--- config.mk ---
export PLATFORM = sky130hd
export DESIGN_NAME = pwm_double_buffer_regs
export DESIGN_NICKNAME = d
export VERILOG_FILES = /design/src/pwm_dbuf_pkg.sv /design/src/pwm_double_buffer_regs.sv
export SDC_FILE = /design/constraint.sdc
export NUM_CORES = 1
export LEC_CHECK = 0
export ABC_CLOCK_PERIOD_IN_PS = 1750
export BUFFER_PORTS_ARGS = -buffer_cell sky130_fd_sc_hd__buf_4
export CORE_UTILIZATION = 54
export CTS_CLUSTER_SIZE = 40
export DETAILED_ROUTE_END_ITERATION = 8
export GPL_ROUTABILITY_DRIVEN = 0
export GPL_TIMING_DRIVEN = 0
export PLACE_DENSITY = 0.86
export SYNTH_ARGS = -nofsm -noshare
export SYNTH_HDL_FRONTEND = slang
export SYNTH_SLANG_ARGS = --single-unit
--- constraint.sdc ---
create_clock -name clk_sys_in -period 1.75 [get_ports clk_sys_in]
set_input_delay 0.175 -clock clk_sys_in [delete_from_list [all_inputs] [get_ports clk_sys_in]]
set_output_delay 0.175 -clock clk_sys_in [all_outputs]
set_load 0.05 [all_outputs]
--- src/pwm_dbuf_pkg.sv ---
// Purpose: shared constants and types for the pwm double buffer registers
// Assumes: 32-bit register port, word offsets as byte addresses
// Notes: counter size fixed at 18 value bits in six-bit fraction mode
`default_nettype none
package pwm_dbuf_pkg;
  // ==========================================================
  // register offsets
  localparam logic [7:0] CMP_BASE_OFS = 8'h44;
  localparam logic [7:0] CMP_STEP_OFS = 8'h04;
  localparam logic [7:0] PATT_BUF_OFS = 8'h64;
  localparam logic [7:0] WAVE_BUF_OFS = 8'h68;
  localparam logic [7:0] CTRL_OFS = 8'h70;
  localparam logic [7:0] ACTIVE_OFS = 8'h74;
  localparam logic [7:0] ACTIVE2_OFS = 8'h78;
  localparam int NUM_CH = 4;
  // ==========================================================
  // field positions
  localparam int CMP_VAL_LSB = 6;
  localparam int CMP_VAL_W = 18;
  localparam int CMP_FRAC_W = 6;
  localparam int CMP_USED_W = 24;
  localparam int PLEV_LSB = 8;
  localparam int PEN_LSB = 0;
  localparam int SWAP_LSB = 24;
  localparam int INV_LSB = 16;
  localparam int CCEN_LSB = 8;
  localparam int CPEN_BIT = 7;
  localparam int SLOPE_LSB = 4;
  localparam int WSEL_LSB = 0;
  localparam int CTRL_DBEN_BIT = 0;
  // ==========================================================
  // reset values
  localparam logic [31:0] CMP_RST = 32'h0000_0000;
  localparam logic [15:0] PATT_RST = 16'h0000;
  localparam logic [31:0] WAVE_RST = 32'h0000_0000;
  localparam logic [31:0] WAVE_MASK = 32'h0F0F_0FB7;
  localparam logic DBEN_RST = 1'b1;
  // ==========================================================
  // encodings
  typedef enum logic [1:0] {
    SINGLE_SLOPE_CYCLE = 2'h0,
    ALTERNATE_DUAL_SLOPE_CYCLE = 2'h1,
    DUAL_SLOPE_CYCLE = 2'h2,
    SLOPE_RESERVED = 2'h3
  } slope_mode_e;
  typedef enum logic [2:0] {
    WAVE_NORMAL_FREQ = 3'h0,
    WAVE_MATCH_FREQ = 3'h1,
    WAVE_NORMAL_PWM = 3'h2,
    WAVE_RESERVED = 3'h3,
    WAVE_DUAL_CRITICAL = 3'h4,
    WAVE_DUAL_BOTTOM = 3'h5,
    WAVE_DUAL_BOTH = 3'h6,
    WAVE_DUAL_TOP = 3'h7
  } wave_sel_e;
  // ==========================================================
  // carriers
  typedef struct packed {
    logic [7:0] pattern_level;
    logic [7:0] pattern_drive_enable;
    logic [3:0] pair_exchange;
    logic [3:0] output_invert;
    logic [3:0] circular_channel_enable;
    logic circular_period_enable;
    logic [1:0] slope_mode;
    logic [2:0] waveform_select;
  } active_cfg_s;
  typedef struct packed {
    logic [NUM_CH-1:0][CMP_VAL_W-1:0] compare_value;
    logic [NUM_CH-1:0][CMP_FRAC_W-1:0] extra_cycle_count;
  } cmp_out_s;
  typedef struct packed {
    logic [NUM_CH-1:0][CMP_USED_W-1:0] cmp;
    logic [15:0] patt;
    logic [31:0] wave;
    logic dben;
    active_cfg_s act;
    logic [31:0] rdata;
  } state_s;
endpackage
`default_nettype wire

--- src/pwm_double_buffer_regs.sv ---
// Purpose: double-buffered pwm configuration registers and unbuffered compare registers
// Assumes: update pulse comes from the counter core on clk_sys_in
// Notes: the dithering mode is fixed at six fraction bits
// How it works
// - compare register holds value in 23:6 and extra cycles in 5:0.
// - the 5:0 field says how many extra cycles widen the pulse.
// - reserved bits, including 31:24 of compare, always read zero.
// - compare value width equals the counter size.
// - pattern level buffer 15:8 is copied to active on update.
// - pattern drive enable buffer 7:0 is copied on update.
// - pair exchange buffer 27:24 is copied on update.
// - output invert buffer 19:16 is copied on update.
// - circular channel enable buffer 11:8 is copied on update.
// - circular period enable buffer bit 7 is copied on update.
// - slope mode buffer 5:4 is copied on update.
// - slope codes 0 single, 1 alternate dual, 2 dual, 3 reserved.
// - waveform select buffer 2:0 is copied on update.
// - waveform codes 0..2 and 4..7 as listed, 3 reserved.
`default_nettype none
module pwm_double_buffer_regs (
  // clock and reset
  input wire logic clk_sys_in,
  input wire logic srst_in,
  // register port
  input wire logic [7:0] reg_addr_in,
  input wire logic [31:0] reg_wdata_in,
  input wire logic reg_wr_in,
  input wire logic reg_rd_in,
  output logic [31:0] reg_rdata_out,
  // counter core
  input wire logic update_in,
  output pwm_dbuf_pkg::active_cfg_s active_cfg_out,
  output pwm_dbuf_pkg::cmp_out_s cmp_out,
  output logic slope_reserved_out,
  output logic wave_reserved_out
);
  import pwm_dbuf_pkg::*;

  state_s st_r;
  state_s st_nxt;
  active_cfg_s buf_cfg;
  logic [31:0] rd_val;
  logic [7:0] ch_ofs [NUM_CH];

  // ==========================================================
  // buffered view, laid out like the active set
  always_comb begin
    buf_cfg.pattern_level = st_r.patt[PLEV_LSB +: 8];
    buf_cfg.pattern_drive_enable = st_r.patt[PEN_LSB +: 8];
    buf_cfg.pair_exchange = st_r.wave[SWAP_LSB +: 4];
    buf_cfg.output_invert = st_r.wave[INV_LSB +: 4];
    buf_cfg.circular_channel_enable = st_r.wave[CCEN_LSB +: 4];
    buf_cfg.circular_period_enable = st_r.wave[CPEN_BIT];
    buf_cfg.slope_mode = st_r.wave[SLOPE_LSB +: 2];
    buf_cfg.waveform_select = st_r.wave[WSEL_LSB +: 3];
  end

  // ==========================================================
  // per-channel compare offsets
  genvar g;
  generate
    for (g = 0; g < NUM_CH; g++) begin : g_ofs
      assign ch_ofs[g] = CMP_BASE_OFS + 8'(g) * CMP_STEP_OFS;
    end
  endgenerate

  // ==========================================================
  // read mux; reserved bits come back as zero
  always_comb begin
    rd_val = 32'h0000_0000;
    for (int i = 0; i < NUM_CH; i++) begin
      if (reg_addr_in == ch_ofs[i]) begin
        rd_val = {8'h00, st_r.cmp[i]};
      end
    end
    if (reg_addr_in == PATT_BUF_OFS) begin
      rd_val = {16'h0000, st_r.patt};
    end else if (reg_addr_in == WAVE_BUF_OFS) begin
      rd_val = st_r.wave & WAVE_MASK;
    end else if (reg_addr_in == CTRL_OFS) begin
      rd_val = {31'h0000_0000, st_r.dben};
    end else if (reg_addr_in == ACTIVE_OFS) begin
      rd_val = {16'h0000, st_r.act.pattern_level,
                st_r.act.pattern_drive_enable};
    end else if (reg_addr_in == ACTIVE2_OFS) begin
      rd_val = {4'h0, st_r.act.pair_exchange, 4'h0,
                st_r.act.output_invert, 4'h0,
                st_r.act.circular_channel_enable,
                st_r.act.circular_period_enable, 1'b0,
                st_r.act.slope_mode, 1'b0, st_r.act.waveform_select};
    end
  end

  // ==========================================================
  // next state: writes, update transfer, read capture
  always_comb begin
    st_nxt = st_r;
    if (reg_wr_in) begin
      for (int i = 0; i < NUM_CH; i++) begin
        if (reg_addr_in == ch_ofs[i]) begin
          st_nxt.cmp[i] = reg_wdata_in[CMP_USED_W-1:0];
        end
      end
      if (reg_addr_in == PATT_BUF_OFS) begin
        st_nxt.patt = reg_wdata_in[15:0];
      end else if (reg_addr_in == WAVE_BUF_OFS) begin
        st_nxt.wave = reg_wdata_in & WAVE_MASK;
      end else if (reg_addr_in == CTRL_OFS) begin
        st_nxt.dben = reg_wdata_in[CTRL_DBEN_BIT];
      end
    end
    // one atomic copy on update; uses settled buffers so a
    // write in the update cycle waits for the next boundary
    if (update_in && st_r.dben) begin
      st_nxt.act = buf_cfg;
    end
    st_nxt.rdata = reg_rd_in ? rd_val : 32'h0000_0000;
    if (srst_in) begin
      st_nxt.cmp = '0;
      for (int i = 0; i < NUM_CH; i++) begin
        st_nxt.cmp[i] = CMP_RST[CMP_USED_W-1:0];
      end
      st_nxt.patt = PATT_RST;
      st_nxt.wave = WAVE_RST;
      st_nxt.dben = DBEN_RST;
      st_nxt.act = '0;
      st_nxt.rdata = 32'h0000_0000;
    end
  end

  // state register
  always_ff @(posedge clk_sys_in) begin
    st_r <= st_nxt;
  end

  // ==========================================================
  // outputs
  always_comb begin
    for (int i = 0; i < NUM_CH; i++) begin
      cmp_out.compare_value[i] = st_r.cmp[i][CMP_VAL_LSB +: CMP_VAL_W];
      cmp_out.extra_cycle_count[i] = st_r.cmp[i][CMP_FRAC_W-1:0];
    end
  end
  assign active_cfg_out = st_r.act;
  assign reg_rdata_out = st_r.rdata;
  assign slope_reserved_out = (st_r.act.slope_mode == SLOPE_RESERVED);
  assign wave_reserved_out = (st_r.act.waveform_select == WAVE_RESERVED);
endmodule
`default_nettype wire

Yosys cells after proc, flatten, opt, wreduce, memory -nomap -nowiden
Cells that the tools add are included.

cells by class
  equality and inequality tests = 11
  multiplexer cells = 9
  bitwise gates (word level) = 3
  reductions and logical operators = 12

operators with widths
  kind                number
  $mux 28             6
  $eq 8x7->1 const B  9
  $mux 24             2
  $mux 16             1
  $reduce_and 2->1    5
  $reduce_or 10->1    1
  $reduce_or 7->1     1
  $reduce_and 4->1    1
  $eq 3x2->1 const B  1
  $not 1->1           3
  $reduce_and 3->1    1
  $reduce_or 3->1     1
  $eq 2x2->1 const B  1
  $reduce_or 2->1     1
  $logic_and 1x1->1   1

storage, ports and cells
  register bits after elaboration = 197
  bits of input ports = 45
  output and inout bits = 164

Logic depth before layout (Yosys ltp)
Gate-level depths: netlist of the first run.

  word-level depth = 10
  mapped depth = 9
  mapped depth without buffers = 5

Worst setup path before layout of the first run
No wires, ideal clock.

  kind = input to register
  start = input port reg_addr_in[2]
  end = register st_r (netlist bit reg_rdata_out[2])
  setup time = 0.117 ns
  arrival = 1.501 ns
  data required time = 1.633 ns
  slack = 0.131 ns
  stages on the path = 7
  cells stage by stage = buf_2 > buf_2 > mux2_1 > a22o_1 > a221o_1 > a21oi_1 > nor2_1

between the ends
  cells in the longest elaborated chain, start to end = 10
  elaborated cells on any way between the ends = 18

ends and longest elaborated chain
  item                  RTL line                       RTL
  start, declared       pwm_double_buffer_regs.sv:25   input wire logic [7:0] reg_addr_in,
  $eq 8x7->1            pwm_double_buffer_regs.sv:72   if (reg_addr_in == ch_ofs[i]) begin
  $mux 24 (2 in a row)  pwm_double_buffer_regs.sv:72
  $mux 28 (2 in a row)  pwm_double_buffer_regs.sv:72
  $mux 28               pwm_double_buffer_regs.sv:85   end else if (reg_addr_in == ACTIVE2_OFS) begin
  $mux 28               pwm_double_buffer_regs.sv:82   end else if (reg_addr_in == ACTIVE_OFS) begin
  $mux 28               pwm_double_buffer_regs.sv:80   end else if (reg_addr_in == CTRL_OFS) begin
  $mux 28               pwm_double_buffer_regs.sv:78   end else if (reg_addr_in == WAVE_BUF_OFS) begin
  $mux 16 (*)           pwm_double_buffer_regs.sv:76   if (reg_addr_in == PATT_BUF_OFS) begin
  end signal, assigned  pwm_double_buffer_regs.sv:133  st_r <= st_nxt;
  end, declared         pwm_double_buffer_regs.sv:39   state_s st_r;

Mark *: on every way between the ends. The rest lies on a longest branch, timed or not.
A chain may end at the register's enable or synchronous reset.

Final worst setup path of the first run
  start = input port reg_addr_in[2]
  end = register st_r (netlist bit reg_rdata_out[3])

Same word-level chain as after synthesis.

==> PnR_summary.wiki, run 1 <==
{| class="wikitable"
! Metric !! Value
|-
| Fraction of final layout cells sized beyond drive strength 1 || 31.18%
|-
| Upper clock frequency limit || 574.7 MHz
|-
| FF/Latch Area || 3864 sq um
|-
| # fillers || 1318
|-
| Number of cells traversed by the worst register-to-register path || 5
|-
| Largest net degree at the start of global routing || 17
|-
| Die Y-Extent || 132.3 um
|-
| Setup repair after global routing missed its margin || no
|-
| Status || complete, no violations
|-
| Post-Route WL || 30670 um
|-
| Ports placed on the boundary || 209
|-
| Detailed Place HPWL || 21950 um
|-
| Clk pwr share || 45.7%
|-
| Combined buffer and inverter count along the critical path || 3
|-
| Combinational group share of total power || 5.9%
|-
| Number of detailed-route iterations in the first pass || 6
|-
| Most common cell in the synthesized netlist || sky130_fd_sc_hd__nand2_1
|-
| Number of violations of the max-capacitance limit || 0
|-
| Total setup buffers inserted after CTS || 0
|-
| Worst Tran Pin Value || 882.1 ps
|-
| Worst-case headroom to the max-slew limit || 41.19%
|-
| P&R area growth vs syn || 26.91%
|-
| Clock-pin slew on the worst setup and hold paths || 70 ps
|-
| Final Core Density || 70.21%
|-
| Ranking of synthesized cells by area || sky130_fd_sc_hd__dfxtp_1, sky130_fd_sc_hd__nand2_1, sky130_fd_sc_hd__buf_4
|-
| Via count || 9406
|-
| Synthesized netlist cell count || 1184
|-
| Fin. max-slew vios || 0
|-
| Effective utilization at floorplan || 55.32%
|-
| Switching Share || 23.23%
|-
| Placement Rows || 47
|-
| Yosys top cell by area || sky130_fd_sc_hd__dfxtp_1
|-
| Post-layout min period || 1740 ps
|-
| Portion of synthesized cell area occupied by the leading cell type || 42.12%
|-
| Power per Cell Area || 781.0 nW/um^2
|-
| Max Root-Sink Buffers || 2
|-
| Part of the total power dissipated in sequential elements || 48.4%
|-
| Worst-path cell chain || buf_2, nor2b_1, clkbuf_1, clkbuf_1, a22o_1, a222oi_1, o22ai_1
|-
| Final number of hold-violating endpoints || 0
|-
| Number of global-route vias before repair || 8450
|-
| Netlist cell types || 44
|-
| Per-cell routed wire length || 18.68 um
|-
| Remaining design rule violation count || 0
|-
| Synthesis-stage register bit count || 193
|-
| Number of enable-type register cells in the synthesized netlist || 0
|-
| Final Cycle Share || 99.44%
|-
| CP startpoint kind || primary input
|-
| Worst setup slack for register-to-register paths || 120 ps
|-
| Total global-route track usage || 34.20%
|-
| Clock Tree Root || sky130_fd_sc_hd__clkbuf_16
|-
| Leakage || 0.004894 uW
|-
| Clock sinks || 193
|-
| Total CTS buffers || 17
|-
| Worst Path Required || 2050 ps
|-
| Synth warnings || 0
|-
| Nets@finish || 1453
|-
| Number of cells after detailed placement || 1605
|-
| Worst hold stages || 3
|-
| Data arrival at the endpoint of the critical path || 2040 ps
|-
| Most common library cells after synthesis || sky130_fd_sc_hd__nand2_1, sky130_fd_sc_hd__a21oi_1, sky130_fd_sc_hd__dfxtp_1, sky130_fd_sc_hd__buf_4, sky130_fd_sc_hd__clkbuf_1
|-
| Most used cell, CP || sky130_fd_sc_hd__clkbuf_1
|-
| Input/output buffers || 198
|-
| Mean instance size in the synthesized netlist || 7.748 sq um
|-
| Fraction of the yosys area taken by sequential cells || 42.12%
|-
| Setup TNS || 0 ps
|-
| Iteration-0 DRC Markers || 1320
|-
| Cell-internal power || 6980 uW
|-
| H-tree level count || 4
|-
| Number of antenna violations at the first check in global routing || 1
|-
| Worst hold margin || 8.408 ps
|-
| Cell area after synthesis || 9174 sq um
|-
| Maximum cell stage delay along the critical path || 620 ps
|-
| Die Width || 132.3 um
|-
| Worst-case vdd ir drop || 0.6886 mV
|-
| Skew-Pair Late Insertion Delay || 440 ps
|-
| Largest clock skew in the final design || 4.775 ps
|-
| Proportion of synthesized flip-flops having asynchronous set or reset || 0%
|-
| Overflow after GRT || 0
|-
| Final setup violating endpoints || 0
|-
| Worst setup path class || in2reg
|-
| Family with the most delay on the worst path || compound AO/OA/AOI/OAI gates
|-
| Final antenna-violating net count || 0
|-
| Switching component of the power || 2112 uW
|-
| Wire length of the first global-routing pass || 45770 um
|-
| Most instantiated flip-flop cell in the synthesis netlist || sky130_fd_sc_hd__dfxtp_1
|-
| Core region area || 16580 sq um
|-
| Count of cell instances traversed by the critical path || 7
|-
| Capturing element type of the critical path || flop
|-
| Clock tree from TritonCTS || done
|-
| Path category of the worst min-delay check || in2reg
|-
| Crit-path slowest cell || sky130_fd_sc_hd__a222oi_1
|-
| DIE AREA || 17510 sq um
|-
| Post-Layout Cell Count || 1642
|-
| Post-detailed-route via-to-cell ratio || 5.728
|-
| Footprint of the multi-input gates || 3741 sq um
|-
| Crit-path max FO || 10
|}
## final cells by class
class / instances / share of cell area, %
antenna: 1 / 0.02149
timing repair buffer: 202 / 13.11
sequential: 193 / 33.19
buffer: 244 / 13.79
multi-input combinational: 750 / 32.13
tap: 220 / 2.364
clock inverter: 13 / 1.591
clock buffer: 19 / 3.804
## final timing paths
kind | from | to
worst min-delay path | reg_wdata_in[22] | cmp_out[40]
worst max-delay path | reg_addr_in[2] | reg_rdata_out[3]
worst max register to register | st_r[66] | active_cfg_out[19]
worst min register to register | buf_cfg[1] | active_cfg_out[1]
## routing by layer
metal,global-route usage (%),up-vias,wire length [um]
li1,-,4238,-
met5,0,-,0
met3,6.498,151,4104
met4,21.20,0,1864
met2,51.87,776,13470
met1,44.96,4241,11240
## through the flow
step | area, sq um | power (uW) | setup WS [ps]
CTS | 11630 | 9034 | 29.27
detailed placement | 10950 | 4999 | -556.8
global placement | 10950 | 4996 | -588.5
finish | 11640 | 9092 | 9.879
floorplan | 9185 | 4749 | 131.5
global route | 11640 | 9264 | 1.292
## power by group through the flow
stage / clock (uW) / sequential [uW] / combinational (uW)
5_1_grt: 4320 / 4400 / 551
2_1_floorplan: 0 / 4500 / 251
3_3_place_gp: 0 / 4500 / 497
4_1_cts: 4120 / 4400 / 511
6_report: 4160 / 4400 / 539
3_5_place_dp: 0 / 4500 / 501
## registers in the layout, indices dropped and copies added (netlist names)
signal and count:
active_cfg_out 34, buf_cfg 34, st_r 1, cmp_out 96, reg_rdata_out 28
## logic make-up after synthesis
group	share of synthesized area, %
other	0.04088
DFF	42.12
and+or+nand+nor	19.05
buffers and inverters	17.46
muxes	2.851
AOI/OAI and AO/OA	18.48
## placed cells by master, fill, tap and decap left out, types with 5 or more instances in the layout
cell / netlist / final
sky130_fd_sc_hd__a21oi_1: 196 / 196
sky130_fd_sc_hd__nand2_1: 359 / 359
sky130_fd_sc_hd__mux2i_1: 16 / 16
sky130_fd_sc_hd__a22oi_1: 15 / 15
sky130_fd_sc_hd__a22o_1: 7 / 7
sky130_fd_sc_hd__buf_2: 22 / 22
sky130_fd_sc_hd__buf_4: 171 / 369
sky130_fd_sc_hd__and3_1: 8 / 8
sky130_fd_sc_hd__clkbuf_16: 0 / 17
sky130_fd_sc_hd__and2_1: 5 / 5
sky130_fd_sc_hd__a21o_1: 11 / 11
sky130_fd_sc_hd__o21ai_1: 5 / 6
sky130_fd_sc_hd__dfxtp_1: 193 / 193
sky130_fd_sc_hd__clkbuf_1: 46 / 44
sky130_fd_sc_hd__o22ai_1: 10 / 10
sky130_fd_sc_hd__nand3_1: 10 / 10
sky130_fd_sc_hd__a221oi_1: 9 / 6
sky130_fd_sc_hd__mux2_2: 7 / 7
sky130_fd_sc_hd__a222oi_1: 5 / 5
sky130_fd_sc_hd__nor2_1: 25 / 25
sky130_fd_sc_hd__o21ai_0: 24 / 23
## worst register-to-register path: cells and delay by family, from the launching register on
| family | cells | cell delay, ps |
|---|---|---|
| compound gates | 1 | 160 |
| simple gates | 2 | 250 |
| flops | 1 | 390 |
| buf+inv | 2 | 750 |
## what timing repair did
| item | CTS | global route |
|---|---|---|
| endpoints found under the hold margin | 4 | 0 |
| cloned | 0 | 0 |
| resized for setup | 4 | 6 |
| endpoints found under the setup margin | 5 | 16 |
| hold buffers | 4 | 0 |
Power figures use the tool's default switching activity.
==> run 2: changes to the inputs <==
- ABC_CLOCK_PERIOD_IN_PS: 1750 -> 2100
- BUFFER_PORTS_ARGS: -buffer_cell sky130_fd_sc_hd__buf_4 -> -buffer_cell sky130_fd_sc_hd__buf_2
- CORE_UTILIZATION: 54 -> 59
- GPL_TIMING_DRIVEN: 0 -> unset
- PLACE_DENSITY: 0.86 -> 0.92
- clock period: 1.75 -> 2.1 ns (I/O delays scaled with it)
==> PnR_summary.wiki, run 2 (synthesized netlist as in run 1, its figures left out) <==
{| class="wikitable"
! Metric !! Value
|-
| Data arrival at the endpoint of the critical path || 1990 ps
|-
| Core region area || 15200 sq um
|-
| Total global-route track usage || 32.78%
|-
| Placement Rows || 45
|-
| Clock sinks || 193
|-
| Wire length of the first global-routing pass || 40320 um
|-
| Upper clock frequency limit || 623.8 MHz
|-
| Input/output buffers || 200
|-
| Die Width || 126.7 um
|-
| Detailed Place HPWL || 18060 um
|-
| Worst-path cell chain || buf_2, buf_4, nor4bb_1, buf_4, a21boi_1, o21ai_0, a21oi_1, a21o_1
|-
| Post-detailed-route via-to-cell ratio || 5.871
|-
| DIE AREA || 16050 sq um
|-
| Largest clock skew in the final design || 8.293 ps
|-
| Worst-case vdd ir drop || 0.5525 mV
|-
| Leakage || 0.003973 uW
|-
| Remaining design rule violation count || 0
|-
| Die Y-Extent || 126.7 um
|-
| Skew-Pair Late Insertion Delay || 430 ps
|-
| Setup TNS || 0 ps
|-
| Commonest non-fill, non-tap cells in the layout || sky130_fd_sc_hd__nand2_1, sky130_fd_sc_hd__buf_2, sky130_fd_sc_hd__a21oi_1, sky130_fd_sc_hd__dfxtp_1, sky130_fd_sc_hd__buf_4
|-
| Largest net degree at the start of global routing || 166
|-
| Final Cycle Share || 76.34%
|-
| Post-route total power || 7174 uW
|-
| Number of antenna violations at the first check in global routing || 1
|-
| P&R area growth vs syn || 7.079%
|-
| Maximum cell stage delay along the critical path || 630 ps
|-
| Path category of the worst min-delay check || in2reg
|-
| Worst setup path class || in2reg
|-
| Number of violations of the max-capacitance limit || 0
|-
| Fin. max-slew vios || 0
|-
| Pre-CTS setup slack || 135.3 ps
|-
| Most frequent standard cell in the layout excluding fill and tap cells || sky130_fd_sc_hd__nand2_1
|-
| Worst-case headroom to the max-slew limit || 48.63%
|-
| Final number of hold-violating endpoints || 0
|-
| Clock Tree Root || sky130_fd_sc_hd__clkbuf_16
|-
| Fraction of final layout cells sized beyond drive strength 1 || 23.54%
|-
| Number of global-route vias before repair || 7494
|-
| Flip-flop count of the largest register after layout || 96
|-
| Number of detailed-route iterations in the first pass || 6
|-
| # fillers || 1258
|-
| Final antenna-violating net count || 0
|-
| CP startpoint kind || primary input
|-
| Crit-path slowest cell || sky130_fd_sc_hd__a21boi_1
|-
| Total CTS buffers || 17
|-
| Combined buffer and inverter count along the critical path || 3
|-
| Setup repair after global routing missed its margin || no
|-
| Clock tree from TritonCTS || done
|-
| Nets@finish || 1254
|-
| Footprint of the multi-input gates || 3722 sq um
|-
| Family with the most delay on the worst path || compound AO/OA/AOI/OAI gates
|-
| Max Root-Sink Buffers || 2
|-
| Setup ws final || 496.9 ps
|-
| Power per Cell Area || 730.4 nW/um^2
|-
| Per-cell routed wire length || 18.55 um
|-
| Worst Tran Pin Value || 769.0 ps
|-
| Overflow after GRT || 0
|-
| Count of instances resized after the clock tree is built || 0
|-
| Status || complete, no violations
|-
| Total setup buffers inserted after CTS || 0
|-
| Number of cells after detailed placement || 1378
|-
| Most used cell, CP || sky130_fd_sc_hd__buf_4
|-
| Via count || 8266
|-
| Worst Path Required || 2480 ps
|-
| Post-Layout Cell Count || 1408
|-
| Post-Route WL || 26120 um
|-
| Post-layout min period || 1603 ps
|-
| H-tree level count || 4
|-
| Effective utilization at floorplan || 60.35%
|-
| Crit-path max FO || 13
|-
| Capturing element type of the critical path || flop
|-
| Final setup violating endpoints || 0
|-
| Number of hold buffers added after CTS || 0
|-
| Clock-pin slew on the worst setup and hold paths || 70 ps
|-
| FF/Latch Area || 3864 sq um
|-
| Iteration-0 DRC Markers || 1112
|-
| Ports placed on the boundary || 209
|}
==> run 2: through the flow <==
stage | utilization [%] | hold WS, ps | area, sq um
2_1_floorplan | - | 339.3 | 9185
3_3_place_gp | 60.95 | 450.7 | 9265
3_5_place_dp | 60.95 | 456.5 | 9265
4_1_cts | 64.60 | 9.467 | 9821
5_1_grt | 64.60 | 11.33 | 9821
6_report | 64.62 | 15.44 | 9823
==> run 2: final cells by class <==
| type | instances | share of cell area [%] |
|---|---|---|
| Clock buffer | 19 | 4.509 |
| Sequential cell | 193 | 39.33 |
| Clock inverter | 10 | 1.146 |
| Timing Repair Buffer | 247 | 14.70 |
| Tap cell | 188 | 2.395 |
| Multi-Input combinational cell | 750 | 37.89 |
| Antenna cell | 1 | 0.02547 |
==> run 2: worst paths after layout <==
check	to	depth (start not counted)	startpoint	slack, ps
setup reg to reg	reg_rdata_out[5]	5	cmp_out[17]	620
setup / recovery	reg_rdata_out[17]	8	reg_addr_in[4]	500
hold / removal	buf_cfg[17]	3	reg_wdata_in[27]	20
hold reg to reg	cmp_out[63]	2	cmp_out[63]	460
==> run 2: report_power, final <==
part,switching [uW],internal [uW],total [uW]
clock,1370,1760,3130
combinational,275,108,383
sequential,2.87,3660,3670
==> run 2: worst reg2reg max path, cell delays in order (launching register included) <==
cell and delay, ps:
sky130_fd_sc_hd__dfxtp_1 320, sky130_fd_sc_hd__mux2_1 290, sky130_fd_sc_hd__a22o_1 190, sky130_fd_sc_hd__a221o_1 360
sky130_fd_sc_hd__a21oi_1 140, sky130_fd_sc_hd__nor2_1 60
==> run 2: per-layer routing <==
layer / vias to the layer above / track usage [%] / wire, um
met5: - / 0 / 11
met4: 2 / 14.92 / 959
met3: 71 / 7.718 / 2801
met2: 505 / 52.88 / 12200
met1: 3855 / 41.76 / 10150
li1: 3833 / - / -
